`src/common/rpa_map.vh`:
```
`ifndef RPA_MAP_VH
`define RPA_MAP_VH
////////////////////////////////////////////////////////////////////////////////
// register offsets
`define RPA_PORT_SEL_ADDR   8'h4c
`define RPA_TID5_ADDR       8'h62
`define RPA_TID6_ADDR       8'h63
`define RPA_TID7_ADDR       8'h64
`define RPA_ALIAS5_ADDR     8'h6a
`define RPA_ALIAS6_ADDR     8'h6b
`define RPA_ALIAS7_ADDR     8'h6c
`define RPA_CFG_ADDR        8'h6d
////////////////////////////////////////////////////////////////////////////////
// reset values
`define RPA_ALIAS_RST       8'h00
`define RPA_TID_RST         7'h00
`define RPA_PORT_SEL_RST    8'h00
`define RPA_CFG_HI_RST      5'h0f
////////////////////////////////////////////////////////////////////////////////
// field positions
`define RPA_ALIAS_AUTO_ACK  0
`define RPA_CFG_WAIT_FS1    7
`define RPA_CFG_WAIT_FS     6
`define RPA_CFG_PASS_CKSUM  5
`define RPA_CFG_PASS_ECC    4
`define RPA_CFG_LINE_LEN    3
`define RPA_CFG_RSVD        2
////////////////////////////////////////////////////////////////////////////////
// input format codes and first frame-start count
`define RPA_MODE_CSI        2'b00
`define RPA_MODE_RAW12_LF   2'b01
`define RPA_MODE_RAW12_HF   2'b10
`define RPA_MODE_RAW10      2'b11
`define RPA_FIRST_FRAME_CNT 16'h0001
`endif

```
`src/rtl/rpa_port_cfg.v`:
```
// Summary of operation
// - port select steers per-port register access
// - alias entry holds 7-bit address bits 7:1
// - matched transaction forwarded with target address
// - zero alias matches nothing
// - auto-ack bit acknowledges writes locally
// - wait-fs1 bit drops until frame-start count one
// - wait-fs bit drops until frame start
// - raw modes ignore wait and checksum bits
// - bit 5 passes checksum-bad packets
// - bit 4 passes header-ecc-bad packets
// - raw mode bit 3 drops truncated first line
// - csi mode bit 3 passes length-bad packets
// - two-bit field selects input format
`timescale 1ns/1ns
`include "rpa_map.vh"

module rpa_port_cfg (
    input  wire        i_clk,             // 25 MHz clock
    input  wire        i_rst_n,           // synchronous reset, active low
    input  wire [2:0]  i_strap,           // strap pins: [2] reserved bit, [1:0] format
    input  wire        i_reg_wr,          // register write strobe
    input  wire        i_reg_rd,          // register read strobe
    input  wire [7:0]  i_reg_addr,        // register offset
    input  wire [7:0]  i_reg_wdata,       // write data
    output reg  [7:0]  o_reg_rdata,       // read data, one cycle after read strobe
    input  wire        i_txn_valid,       // i2c address phase to decode
    input  wire [6:0]  i_txn_addr,        // 7-bit i2c address
    input  wire        i_txn_write,       // transaction is a write
    output reg         o_fwd_valid,       // decode result valid
    output reg         o_fwd_hit,         // address matched an alias entry
    output reg  [1:0]  o_fwd_port,        // port of the matched entry
    output reg  [6:0]  o_fwd_addr,        // remapped target address
    output reg         o_fwd_auto_ack,    // device acknowledges the write itself
    input  wire        i_pkt_valid,       // packet header from a receive port
    input  wire [1:0]  i_pkt_port,        // receive port of the packet
    input  wire        i_pkt_fs,          // packet is a frame start
    input  wire [15:0] i_pkt_frame_cnt,   // frame count of a frame start
    input  wire        i_pkt_cksum_err,   // checksum error
    input  wire        i_pkt_ecc_err,     // header ecc error
    input  wire        i_pkt_len_err,     // length error
    input  wire        i_pkt_short_line,  // raw: first line missed frame_valid setup
    output reg         o_pkt_valid,       // filter verdict valid
    output reg  [1:0]  o_pkt_port,        // port of the verdict
    output reg         o_pkt_pass         // packet forwarded
);

    // per-port frame-start gating
    localparam ST_WAIT_FS1 = 3'b001;
    localparam ST_WAIT_FS  = 3'b010;
    localparam ST_RUN      = 3'b100;

    ////////////////////////////////////////////////////////////////////////////
    // helpers

    function is_raw;
        input [1:0] link_input_format;
        begin
            is_raw = (link_input_format != `RPA_MODE_CSI);
        end
    endfunction

    function [2:0] arm_state;
        input [7:0] cfg;
        begin
            if (is_raw(cfg[1:0])) begin
                arm_state = ST_RUN;
            end else if (cfg[`RPA_CFG_WAIT_FS1]) begin
                arm_state = ST_WAIT_FS1;
            end else if (cfg[`RPA_CFG_WAIT_FS]) begin
                arm_state = ST_WAIT_FS;
            end else begin
                arm_state = ST_RUN;
            end
        end
    endfunction

    // entries sit three to a port, port-major
    function [3:0] ent_index;
        input [1:0] port;
        input [1:0] ent;
        begin
            ent_index = {1'b0, port, 1'b0} + {2'b00, port} + {2'b00, ent};
        end
    endfunction

    function [1:0] ent_port;
        input integer idx;
        integer       q;
        begin
            q        = idx / 3;
            ent_port = q[1:0];
        end
    endfunction

    // an error flag drops the packet unless its pass bit is set
    function err_drop;
        input err;
        input pass_bit;
        begin
            err_drop = err && !pass_bit;
        end
    endfunction

    ////////////////////////////////////////////////////////////////////////////
    // storage

    reg  [7:0] port_sel_q;
    reg  [7:0] alias_q  [0:11];
    reg  [6:0] tid_q    [0:11];
    reg  [7:0] cfg_q    [0:3];
    reg  [2:0] st_q     [0:3];
    reg  [2:0] strap_s1_q;
    reg  [2:0] strap_s2_q;
    reg        strap_done_q;

    wire [1:0] sel_port = port_sel_q[1:0];
    integer    i;

    reg  [1:0] ent_d;
    reg        ent_ok_d;
    always @* begin
        ent_ok_d = 1'b1;
        case (i_reg_addr)
            `RPA_ALIAS5_ADDR, `RPA_TID5_ADDR: ent_d = 2'd0;
            `RPA_ALIAS6_ADDR, `RPA_TID6_ADDR: ent_d = 2'd1;
            `RPA_ALIAS7_ADDR, `RPA_TID7_ADDR: ent_d = 2'd2;
            default: begin
                ent_d    = 2'd0;
                ent_ok_d = 1'b0;
            end
        endcase
    end
    wire [3:0] ent_idx   = ent_index(sel_port, ent_d);
    wire       is_alias  = (i_reg_addr == `RPA_ALIAS5_ADDR) ||
                           (i_reg_addr == `RPA_ALIAS6_ADDR) ||
                           (i_reg_addr == `RPA_ALIAS7_ADDR);

    // strap pins pass two flops; no reset so they are settled at release
    always @(posedge i_clk) begin
        strap_s1_q <= i_strap;
        strap_s2_q <= strap_s1_q;
    end

    ////////////////////////////////////////////////////////////////////////////
    // register writes and per-port packet state

    reg  [7:0] pcfg;
    reg        pass_d;
    reg  [2:0] st_d;
    always @* begin
        pcfg   = cfg_q[i_pkt_port];
        st_d   = st_q[i_pkt_port];
        pass_d = 1'b0;
        if (is_raw(pcfg[1:0])) begin
            // frame gating and checksum are meaningless for raw pixel input
            pass_d = !(i_pkt_short_line && pcfg[`RPA_CFG_LINE_LEN]) &&
                     !err_drop(i_pkt_ecc_err, pcfg[`RPA_CFG_PASS_ECC]);
        end else begin
            // an accepted frame start is passed on itself
            case (st_q[i_pkt_port])
                ST_WAIT_FS1: begin
                    if (i_pkt_fs && i_pkt_frame_cnt == `RPA_FIRST_FRAME_CNT) begin
                        st_d   = ST_RUN;
                        pass_d = 1'b1;
                    end
                end
                ST_WAIT_FS: begin
                    if (i_pkt_fs) begin
                        st_d   = ST_RUN;
                        pass_d = 1'b1;
                    end
                end
                ST_RUN: begin
                    pass_d = 1'b1;
                end
                default: begin
                    st_d = ST_RUN;
                end
            endcase
            if (err_drop(i_pkt_cksum_err, pcfg[`RPA_CFG_PASS_CKSUM])) begin
                pass_d = 1'b0;
            end
            if (err_drop(i_pkt_ecc_err, pcfg[`RPA_CFG_PASS_ECC])) begin
                pass_d = 1'b0;
            end
            if (err_drop(i_pkt_len_err, pcfg[`RPA_CFG_LINE_LEN])) begin
                pass_d = 1'b0;
            end
        end
    end

    always @(posedge i_clk) begin
        if (!i_rst_n) begin
            port_sel_q   <= `RPA_PORT_SEL_RST;
            strap_done_q <= 1'b0;
            o_pkt_valid  <= 1'b0;
            o_pkt_port   <= 2'd0;
            o_pkt_pass   <= 1'b0;
            for (i = 0; i < 12; i = i + 1) begin
                alias_q[i] <= `RPA_ALIAS_RST;
                tid_q[i]   <= `RPA_TID_RST;
            end
            for (i = 0; i < 4; i = i + 1) begin
                cfg_q[i] <= {`RPA_CFG_HI_RST, 3'b000};
                st_q[i]  <= ST_WAIT_FS;
            end
        end else begin
            o_pkt_valid <= i_pkt_valid;
            o_pkt_port  <= i_pkt_port;
            o_pkt_pass  <= i_pkt_valid & pass_d;
            if (i_pkt_valid) begin
                st_q[i_pkt_port] <= st_d;
            end
            if (!strap_done_q) begin
                // straps land once, at the first edge after release
                // a register write in this cycle is dropped
                strap_done_q <= 1'b1;
                for (i = 0; i < 4; i = i + 1) begin
                    cfg_q[i] <= {`RPA_CFG_HI_RST, strap_s2_q};
                    st_q[i]  <= arm_state({`RPA_CFG_HI_RST, strap_s2_q});
                end
            end else if (i_reg_wr) begin
                if (i_reg_addr == `RPA_PORT_SEL_ADDR) begin
                    port_sel_q <= i_reg_wdata;
                end else if (i_reg_addr == `RPA_CFG_ADDR) begin
                    cfg_q[sel_port] <= i_reg_wdata;
                    // a config write re-arms the frame-start wait of that port
                    st_q[sel_port]  <= arm_state(i_reg_wdata);
                end else if (ent_ok_d && is_alias) begin
                    alias_q[ent_idx] <= i_reg_wdata;
                end else if (ent_ok_d) begin
                    tid_q[ent_idx] <= i_reg_wdata[7:1];
                end
            end
        end
    end

    ////////////////////////////////////////////////////////////////////////////
    // register reads

    always @(posedge i_clk) begin
        if (!i_rst_n) begin
            o_reg_rdata <= 8'h00;
        end else if (i_reg_rd) begin
            if (i_reg_addr == `RPA_PORT_SEL_ADDR) begin
                o_reg_rdata <= port_sel_q;
            end else if (i_reg_addr == `RPA_CFG_ADDR) begin
                o_reg_rdata <= cfg_q[sel_port];
            end else if (ent_ok_d && is_alias) begin
                o_reg_rdata <= alias_q[ent_idx];
            end else if (ent_ok_d) begin
                o_reg_rdata <= {tid_q[ent_idx], 1'b0};
            end else begin
                // unmapped offsets read as zero
                o_reg_rdata <= 8'h00;
            end
        end
    end

    ////////////////////////////////////////////////////////////////////////////
    // alias decoder: lowest port, then lowest entry, wins

    reg        hit_d;
    reg  [1:0] hit_port_d;
    reg  [6:0] hit_addr_d;
    reg        hit_ack_d;
    integer    k;
    always @* begin
        hit_d      = 1'b0;
        hit_port_d = 2'd0;
        hit_addr_d = 7'h00;
        hit_ack_d  = 1'b0;
        for (k = 11; k >= 0; k = k - 1) begin
            if (alias_q[k][7:1] != 7'h00 &&
                alias_q[k][7:1] == i_txn_addr) begin
                hit_d      = 1'b1;
                hit_port_d = ent_port(k);
                hit_addr_d = tid_q[k];
                hit_ack_d  = alias_q[k][`RPA_ALIAS_AUTO_ACK] & i_txn_write;
            end
        end
    end

    always @(posedge i_clk) begin
        if (!i_rst_n) begin
            o_fwd_valid    <= 1'b0;
            o_fwd_hit      <= 1'b0;
            o_fwd_port     <= 2'd0;
            o_fwd_addr     <= 7'h00;
            o_fwd_auto_ack <= 1'b0;
        end else begin
            o_fwd_valid    <= i_txn_valid;
            // only a valid request raises hit; port and addr follow the bus
            o_fwd_hit      <= i_txn_valid & hit_d;
            o_fwd_port     <= hit_port_d;
            o_fwd_addr     <= hit_d ? hit_addr_d : i_txn_addr;
            o_fwd_auto_ack <= i_txn_valid & hit_d & hit_ack_d;
        end
    end

endmodule // rpa_port_cfg

```
`config.mk`:
```
export PLATFORM = sky130hd
export DESIGN_NAME = rpa_port_cfg
export DESIGN_NICKNAME = d
export VERILOG_FILES = /design/src/rtl/rpa_port_cfg.v
export VERILOG_INCLUDE_DIRS = /design/src /design/src/common
export SDC_FILE = /design/constraint.sdc
export NUM_CORES = 1
export LEC_CHECK = 0
export BUFFER_PORTS_ARGS = -buffer_cell sky130_fd_sc_hd__buf_4
export CAP_MARGIN = 10
export CORE_MARGIN = 2
export CORE_UTILIZATION = 64
export CTS_BUF_LIST = sky130_fd_sc_hd__clkbuf_8
export DETAILED_ROUTE_END_ITERATION = 10
export PLACE_DENSITY = 0.8
export SLEW_MARGIN = 20
export SYNTH_ARGS = -nofsm -noshare
export SYNTH_HDL_FRONTEND = slang
export SYNTH_SLANG_ARGS = --single-unit
```
`constraint.sdc`:
```
create_clock -name i_clk -period 5.3 [get_ports i_clk]
set_input_delay 0.265 -clock i_clk [delete_from_list [all_inputs] [get_ports i_clk]]
set_output_delay 0.265 -clock i_clk [all_outputs]
set_load 0.05 [all_outputs]
```
== Word-level counts from Yosys, hierarchy flattened ==
Memory sizes are Yosys's and may differ from the RTL's. A register that Yosys moved wholly into a read port is not among the register bits.
Index checks and enable logic that the tools add are counted.
Word-level totals
  register bits: 39
  latch bits: 0
  memory bits (writable): 224
  memory bits (read-only): 0
  input bits: 56
  output and inout port bits: 24
  word-level logic and storage cells: 264
  memories kept: 4
Cells by class
  add/subtract/negate cells: 2
  $mul: 0
  divide/modulo/power cells: 0
  $lt $le $gt $ge: 0
  eq/ne operators: 28
  shift-type cells: 0
  multiplexer cells: 128
  bitwise gates (word level): 36
  reductions and logical operators: 52
Memories
  alias_q: words 12, bits a word 8, rd ports 13, clocked after Yosys merged registers in 0, wr ports 12, RTL line rpa_port_cfg.v:109  | reg [7:0] alias_q [0:11];
  tid_q: words 12, bits a word 7, rd ports 13, clocked after Yosys merged registers in 0, wr ports 12, RTL line rpa_port_cfg.v:110  | reg [6:0] tid_q [0:11];
  cfg_q: words 4, bits a word 8, rd ports 2, clocked after Yosys merged registers in 1, wr ports 4, RTL line rpa_port_cfg.v:111  | reg [7:0] cfg_q [0:3];
  st_q: words 4, bits a word 3, rd ports 1, clocked after Yosys merged registers in 0, wr ports 4, RTL line rpa_port_cfg.v:112  | reg [2:0] st_q [0:3];
Operators with widths (number)
  $mux 7: 14
  $eq 7x7->1: 12
  $reduce_bool 7->1: 12
  $mux 8: 10
  $mux 1: 68
  $eq 8x7->1 const B: 8
  $mux 3: 20
  $and 1x1->1: 23
  $mux 2: 11
  $logic_and 1x1->1: 19
  $eq 16x1->1 const B: 1
  $reduce_or 8->1: 2
  $reduce_or 7->1: 2
  $pmux 3 s3: 1
  $eq 2x2->1 const B: 4
  $mux 4: 2
  $or 1x1->1: 8
  $reduce_bool 2->1: 3
  $reduce_or 3->1: 2
  $reduce_or 6->1: 1
  $logic_not 1->1: 5
  $not 1->1: 5
  $add 3x2->4: 1
  $add 4x2->4: 1
  9 further kinds: 11

== Logic depth before layout (Yosys ltp) ==
An unclocked memory read counts as a cell.
  depth after elaboration: 17
  mapped depth: 12
  mapped depth without buffers: 10

== Worst setup path after synthesis ==
OpenSTA, ideal clock, no wires.
  kind: input to register
  start point: input i_reg_addr[0]
  end point: memory alias_q[4][0], enable pin
  arrival time: 3383 ps
  data required time: 4916 ps
  slack: 1533 ps
  stages: 9
  buffers on the path: 1
  path through: or3b_2 nor2_1 fa_1 ha_1 fa_1 buf_1 nor2b_1 nand2_1 o21ai_0
RTL lines
  start: declaration: RTL line rpa_port_cfg.v:24  | input wire [7:0] i_reg_addr,
  end: declaration: RTL line rpa_port_cfg.v:109

==> results.cfg <==
[cts]
post-cts-setup-buffer-count = 0
htreeDepth = 2
cts_tree = done
cts_sinks = 325
numCtsBuffers = 51
clkTransAtPathRegs_ps = 70
clock-root-buffer = clkbuf_8
cts_resized = 0
insertion_delay_ps = 600
clockBufferDepth = 3

[worst_setup_path]
worst-path-stages = 5
crit_buf_inv = 1
startpoint_type = flip-flop
worstReg2RegEnd = alias_q[14][4]
crit_arrival_ps = 4060
cp_max_fo = 27
cp_slowest_stage_delay_ps = 750
crit_path_end_kind = flip-flop
crit_type = flip-flop to flip-flop
crit_path_top_delay_cell = ha_2
worstReg2RegStart = port_sel_q[0]
reg2reg_slack_ps = 1440
critPathTopFamily = simple AND/OR/NAND/NOR gates
startpoint = port_sel_q[0]
crit_end = alias_q[14][4]
path_cells = fa_1 -> ha_2 -> buf_4 -> nand2b_1 -> nor2_1
reg2reg_depth = 5
cp.required_ps = 5510

[global_routing]
grt_most_used_layer = met2
gr-total-overflow = 0
gr-usage-all-layers_pct = 34.8
grt_pass1_wl_um = 71800
met2_usage_pct = 53.9
grt_use_met1_pct = 47.2
grt_max_degree = 56
antenna_found_initial = 2
grt_pass1_vias = 11700
grt.met3_usage_pct = 7.36

[routing]
wl_per_cell_um = 27.5
drtPass1Iterations = 6
drt_iter0_drc = 1723
viasPerCell = 6.87
vias = 12000
ant_nets = 0
wl_um = 47900
drt_drc_violations_left = 0

[yosys]
syn-instance-count = 1289
synth_flop_cell = edfxtp_1
syn_area_mm2 = 0.0168
yosysUniqueCellTypes = 73
async_flop_share_pct = 0
synth_warnings = 0
synth_nets = 1353
synth-edff-count = 284
seq_area_frac_synth_pct = 55.6
synth_seq_cells = 325
avgSynthCellArea_um2 = 13.0

[die]
initial_core_util_pct = 64.9
rows = 59
core_mm2 = 0.0259
dieHeight_um = 166
chipWidth_um = 166
dieArea_mm2 = 0.0276
io_pins = 80

[timing]
tightestPinTransition_ps = 1020
max_slew_margin_pct = 31.2
min_period_over_period_pct = 72.7
setup-tns-final_ps = 0
rsz0062_at_grt = no
fmax_ghz = 0.259
setup_violations = 0
finClkSkew_ps = 33.0
drv_slew = 0
final_hold_viol_count = 0
min_period_ps = 3860

[finish]
drive_above_1_share_pct = 21.4
design_area_mm2 = 0.0188
fin_nets = 1427
area_growth_pct = 11.6
n_antenna_cell = 0

[outcome]
status = complete, no violations

[power]
powerDensity_mw_per_mm2 = 291
power.share.combinational_pct = 7.6
clkPwrFrac_pct = 39.0
power.internal_mw = 4.14
p_sw_share_pct = 24.1
p_switching_mw = 1.32
leakagePower_nw = 6.58
p_seq_share_pct = 53.4
max-vdd-ir-drop_mv = 0.240

[placement]
hpwl_um = 33300
portBuffers = 79
gp_congestion = 0.988
place_area_mm2 = 0.0177

[worst_hold_path]
hp-class = input port to flip-flop

[job]
drv_cap = 0
[layer usage]
metal / routed length, µm / up-vias
li1: - / 5023
met1: 17200 / 5737
met2: 21800 / 997
met3: 6300 / 200
met4: 2610 / 0
met5: 0 / -
[state kept, by name, summed over array words and instances (netlist names), named ones only]
signal          cells
alias_q           128
cfg_q              32
o_fwd_addr          7
o_fwd_auto_ack      1
o_fwd_hit           1
o_fwd_port          2
o_fwd_valid         1
o_pkt_pass          1
o_pkt_port          2
o_pkt_valid         1
o_reg_rdata         8
port_sel_q          8
st_q               12
strap_done_q        1
strap_s1_q          3
strap_s2_q          3
tid_q             112
[worst register-to-register path, cell delays in order, from the launching register on]
cell and delay [ps]:
dfxtp_1 560, fa_1 470, ha_2 750, buf_4 480, nand2b_1 550, nor2_1 690
[layout make-up]
type	count	area, µm²
Multi-Input combinational cell	858	7040
Sequential cell	325	9350
Clock buffer	60	826
Timing Repair Buffer	113	863
Tap cell	335	419
Fill cell	1742	7150
Inverter	14	52.6
Clock inverter	36	213
[cells in the final DEF (no fill, tap or decap), types with 9 or more instances in the layout]
cell type  instances
xnor2_1           58
a21o_1            12
and2_1           191
a21oi_1           28
clkbuf_8          60
a22oi_1           16
o22ai_1           11
inv_1             25
nand4_1           13
a31oi_1           11
or4_1             10
nor2_1            73
dfxtp_1           41
nand3_1           25
o21ai_0           43
nor3_1            11
nand2b_1          22
o21a_1             9
nor2b_1           19
or3_1              9
xor2_1            22
nand2_1           47
mux4_2            88
nor4_1            17
clkinv_1          12
buf_4            107
edfxtp_1         284
[through the flow]
step | setup slack, ps | utilization, % | instances | hold slack [ps] | power [mW]
6_report | 1440 | 72.4 | 1741 | 28.5 | 5.46
4_1_cts | 1450 | 72.4 | 1741 | 8.00 | 5.46
3_5_place_dp | 980 | 68.1 | 1639 | 315 | 3.37
3_3_place_gp | 1040 | 68.1 | 1639 | 316 | 3.36
2_1_floorplan | 1530 | - | 1289 | 293 | 3.19
5_1_grt | 1240 | 72.4 | 1741 | 28.5 | 5.60
[power groups by stage]
| stage | Combinational [mW] | Sequential (mW) | Clock (mW) |
|---|---|---|---|
| 2_1_floorplan | 0.225 | 2.96 | 0 |
| 5_1_grt | 0.437 | 2.92 | 2.25 |
| 3_3_place_gp | 0.392 | 2.96 | 0 |
| 6_report | 0.415 | 2.92 | 2.13 |
| 3_5_place_dp | 0.401 | 2.97 | 0 |
| 4_1_cts | 0.406 | 2.91 | 2.14 |
[Yosys cell counts (3+ instances only)]
library cell  number  area (µm²)
a31oi_1           11        68.8
a221oi_1           8        70.1
a21boi_1           6        45.0
a21o_1            12        90.1
clkbuf_1          65         244
nor2_1            73         274
a2111o_1           3        33.8
xor2_1            22         193
dfxtp_1           41         821
nor4_1            17         106
and3_1             6        37.5
a211oi_1           4        30.0
o21ai_0           45         225
mux4_2            88        1980
inv_1             14        52.6
o22a_1             6        52.6
a21oi_1           28         140
ha_1               6        75.1
mux2i_1            8        80.1
a221o_2            5        56.3
or2_2              8        50.1
nor2b_1           19         119
xnor2_1           58         508
a2111oi_2          3        45.0
o2111ai_1          5        43.8
and2_1           191        1190
buf_2              5        25.0
buf_1             14        52.6
nand2b_1          22         138
nand3_1           25         125
a211o_1            4        35.0
nand4_1           13        81.3
o22ai_1           11        68.8
buf_4              5        37.5
nand3b_1           4        30.0
a22oi_1           16         120
nor3_1            12        60.1
or4_1             10        75.1
nor3b_1            6        45.0
edfxtp_1         284        8530
nand2_1           47         176
or3_1              9        56.3
o21a_1             9        67.6
[cells by family (layout without fill, tap and decap cells)]
family	Yosys count	after routing	share of synthesized area [%]
buffers and inverters	106	223	2.78
AND/OR/NAND/NOR	479	479	16.3
adder cells (fa/ha/maj)	8	8	0.685
multiplexers	98	98	12.5
flip-flops	325	325	55.6
AO/OA/AOI/OAI	193	193	7.98
XOR/XNOR	80	80	4.17
[worst min-delay path by stage]
stage / start / end / slack, ps / cells past startpoint
after floorplan: i_rst_n / strap_done_q / 290 / 0
after global placement: strap_s1_q[2] / strap_s2_q[2] / 320 / 0
after detailed placement: strap_s1_q[0] / strap_s2_q[0] / 310 / 0
after CTS: i_pkt_valid / o_pkt_valid / 8 / 2
after global routing: i_pkt_valid / o_pkt_valid / 30 / 2
final: i_pkt_valid / o_pkt_valid / 30 / 2
[timing repair]
item                                    CTS  global route
hold buffers                              6             0
endpoints found under the setup margin    0             0
hold endpoints to repair                  7             0
No activity file was read; power rests on OpenSTA's default activity.
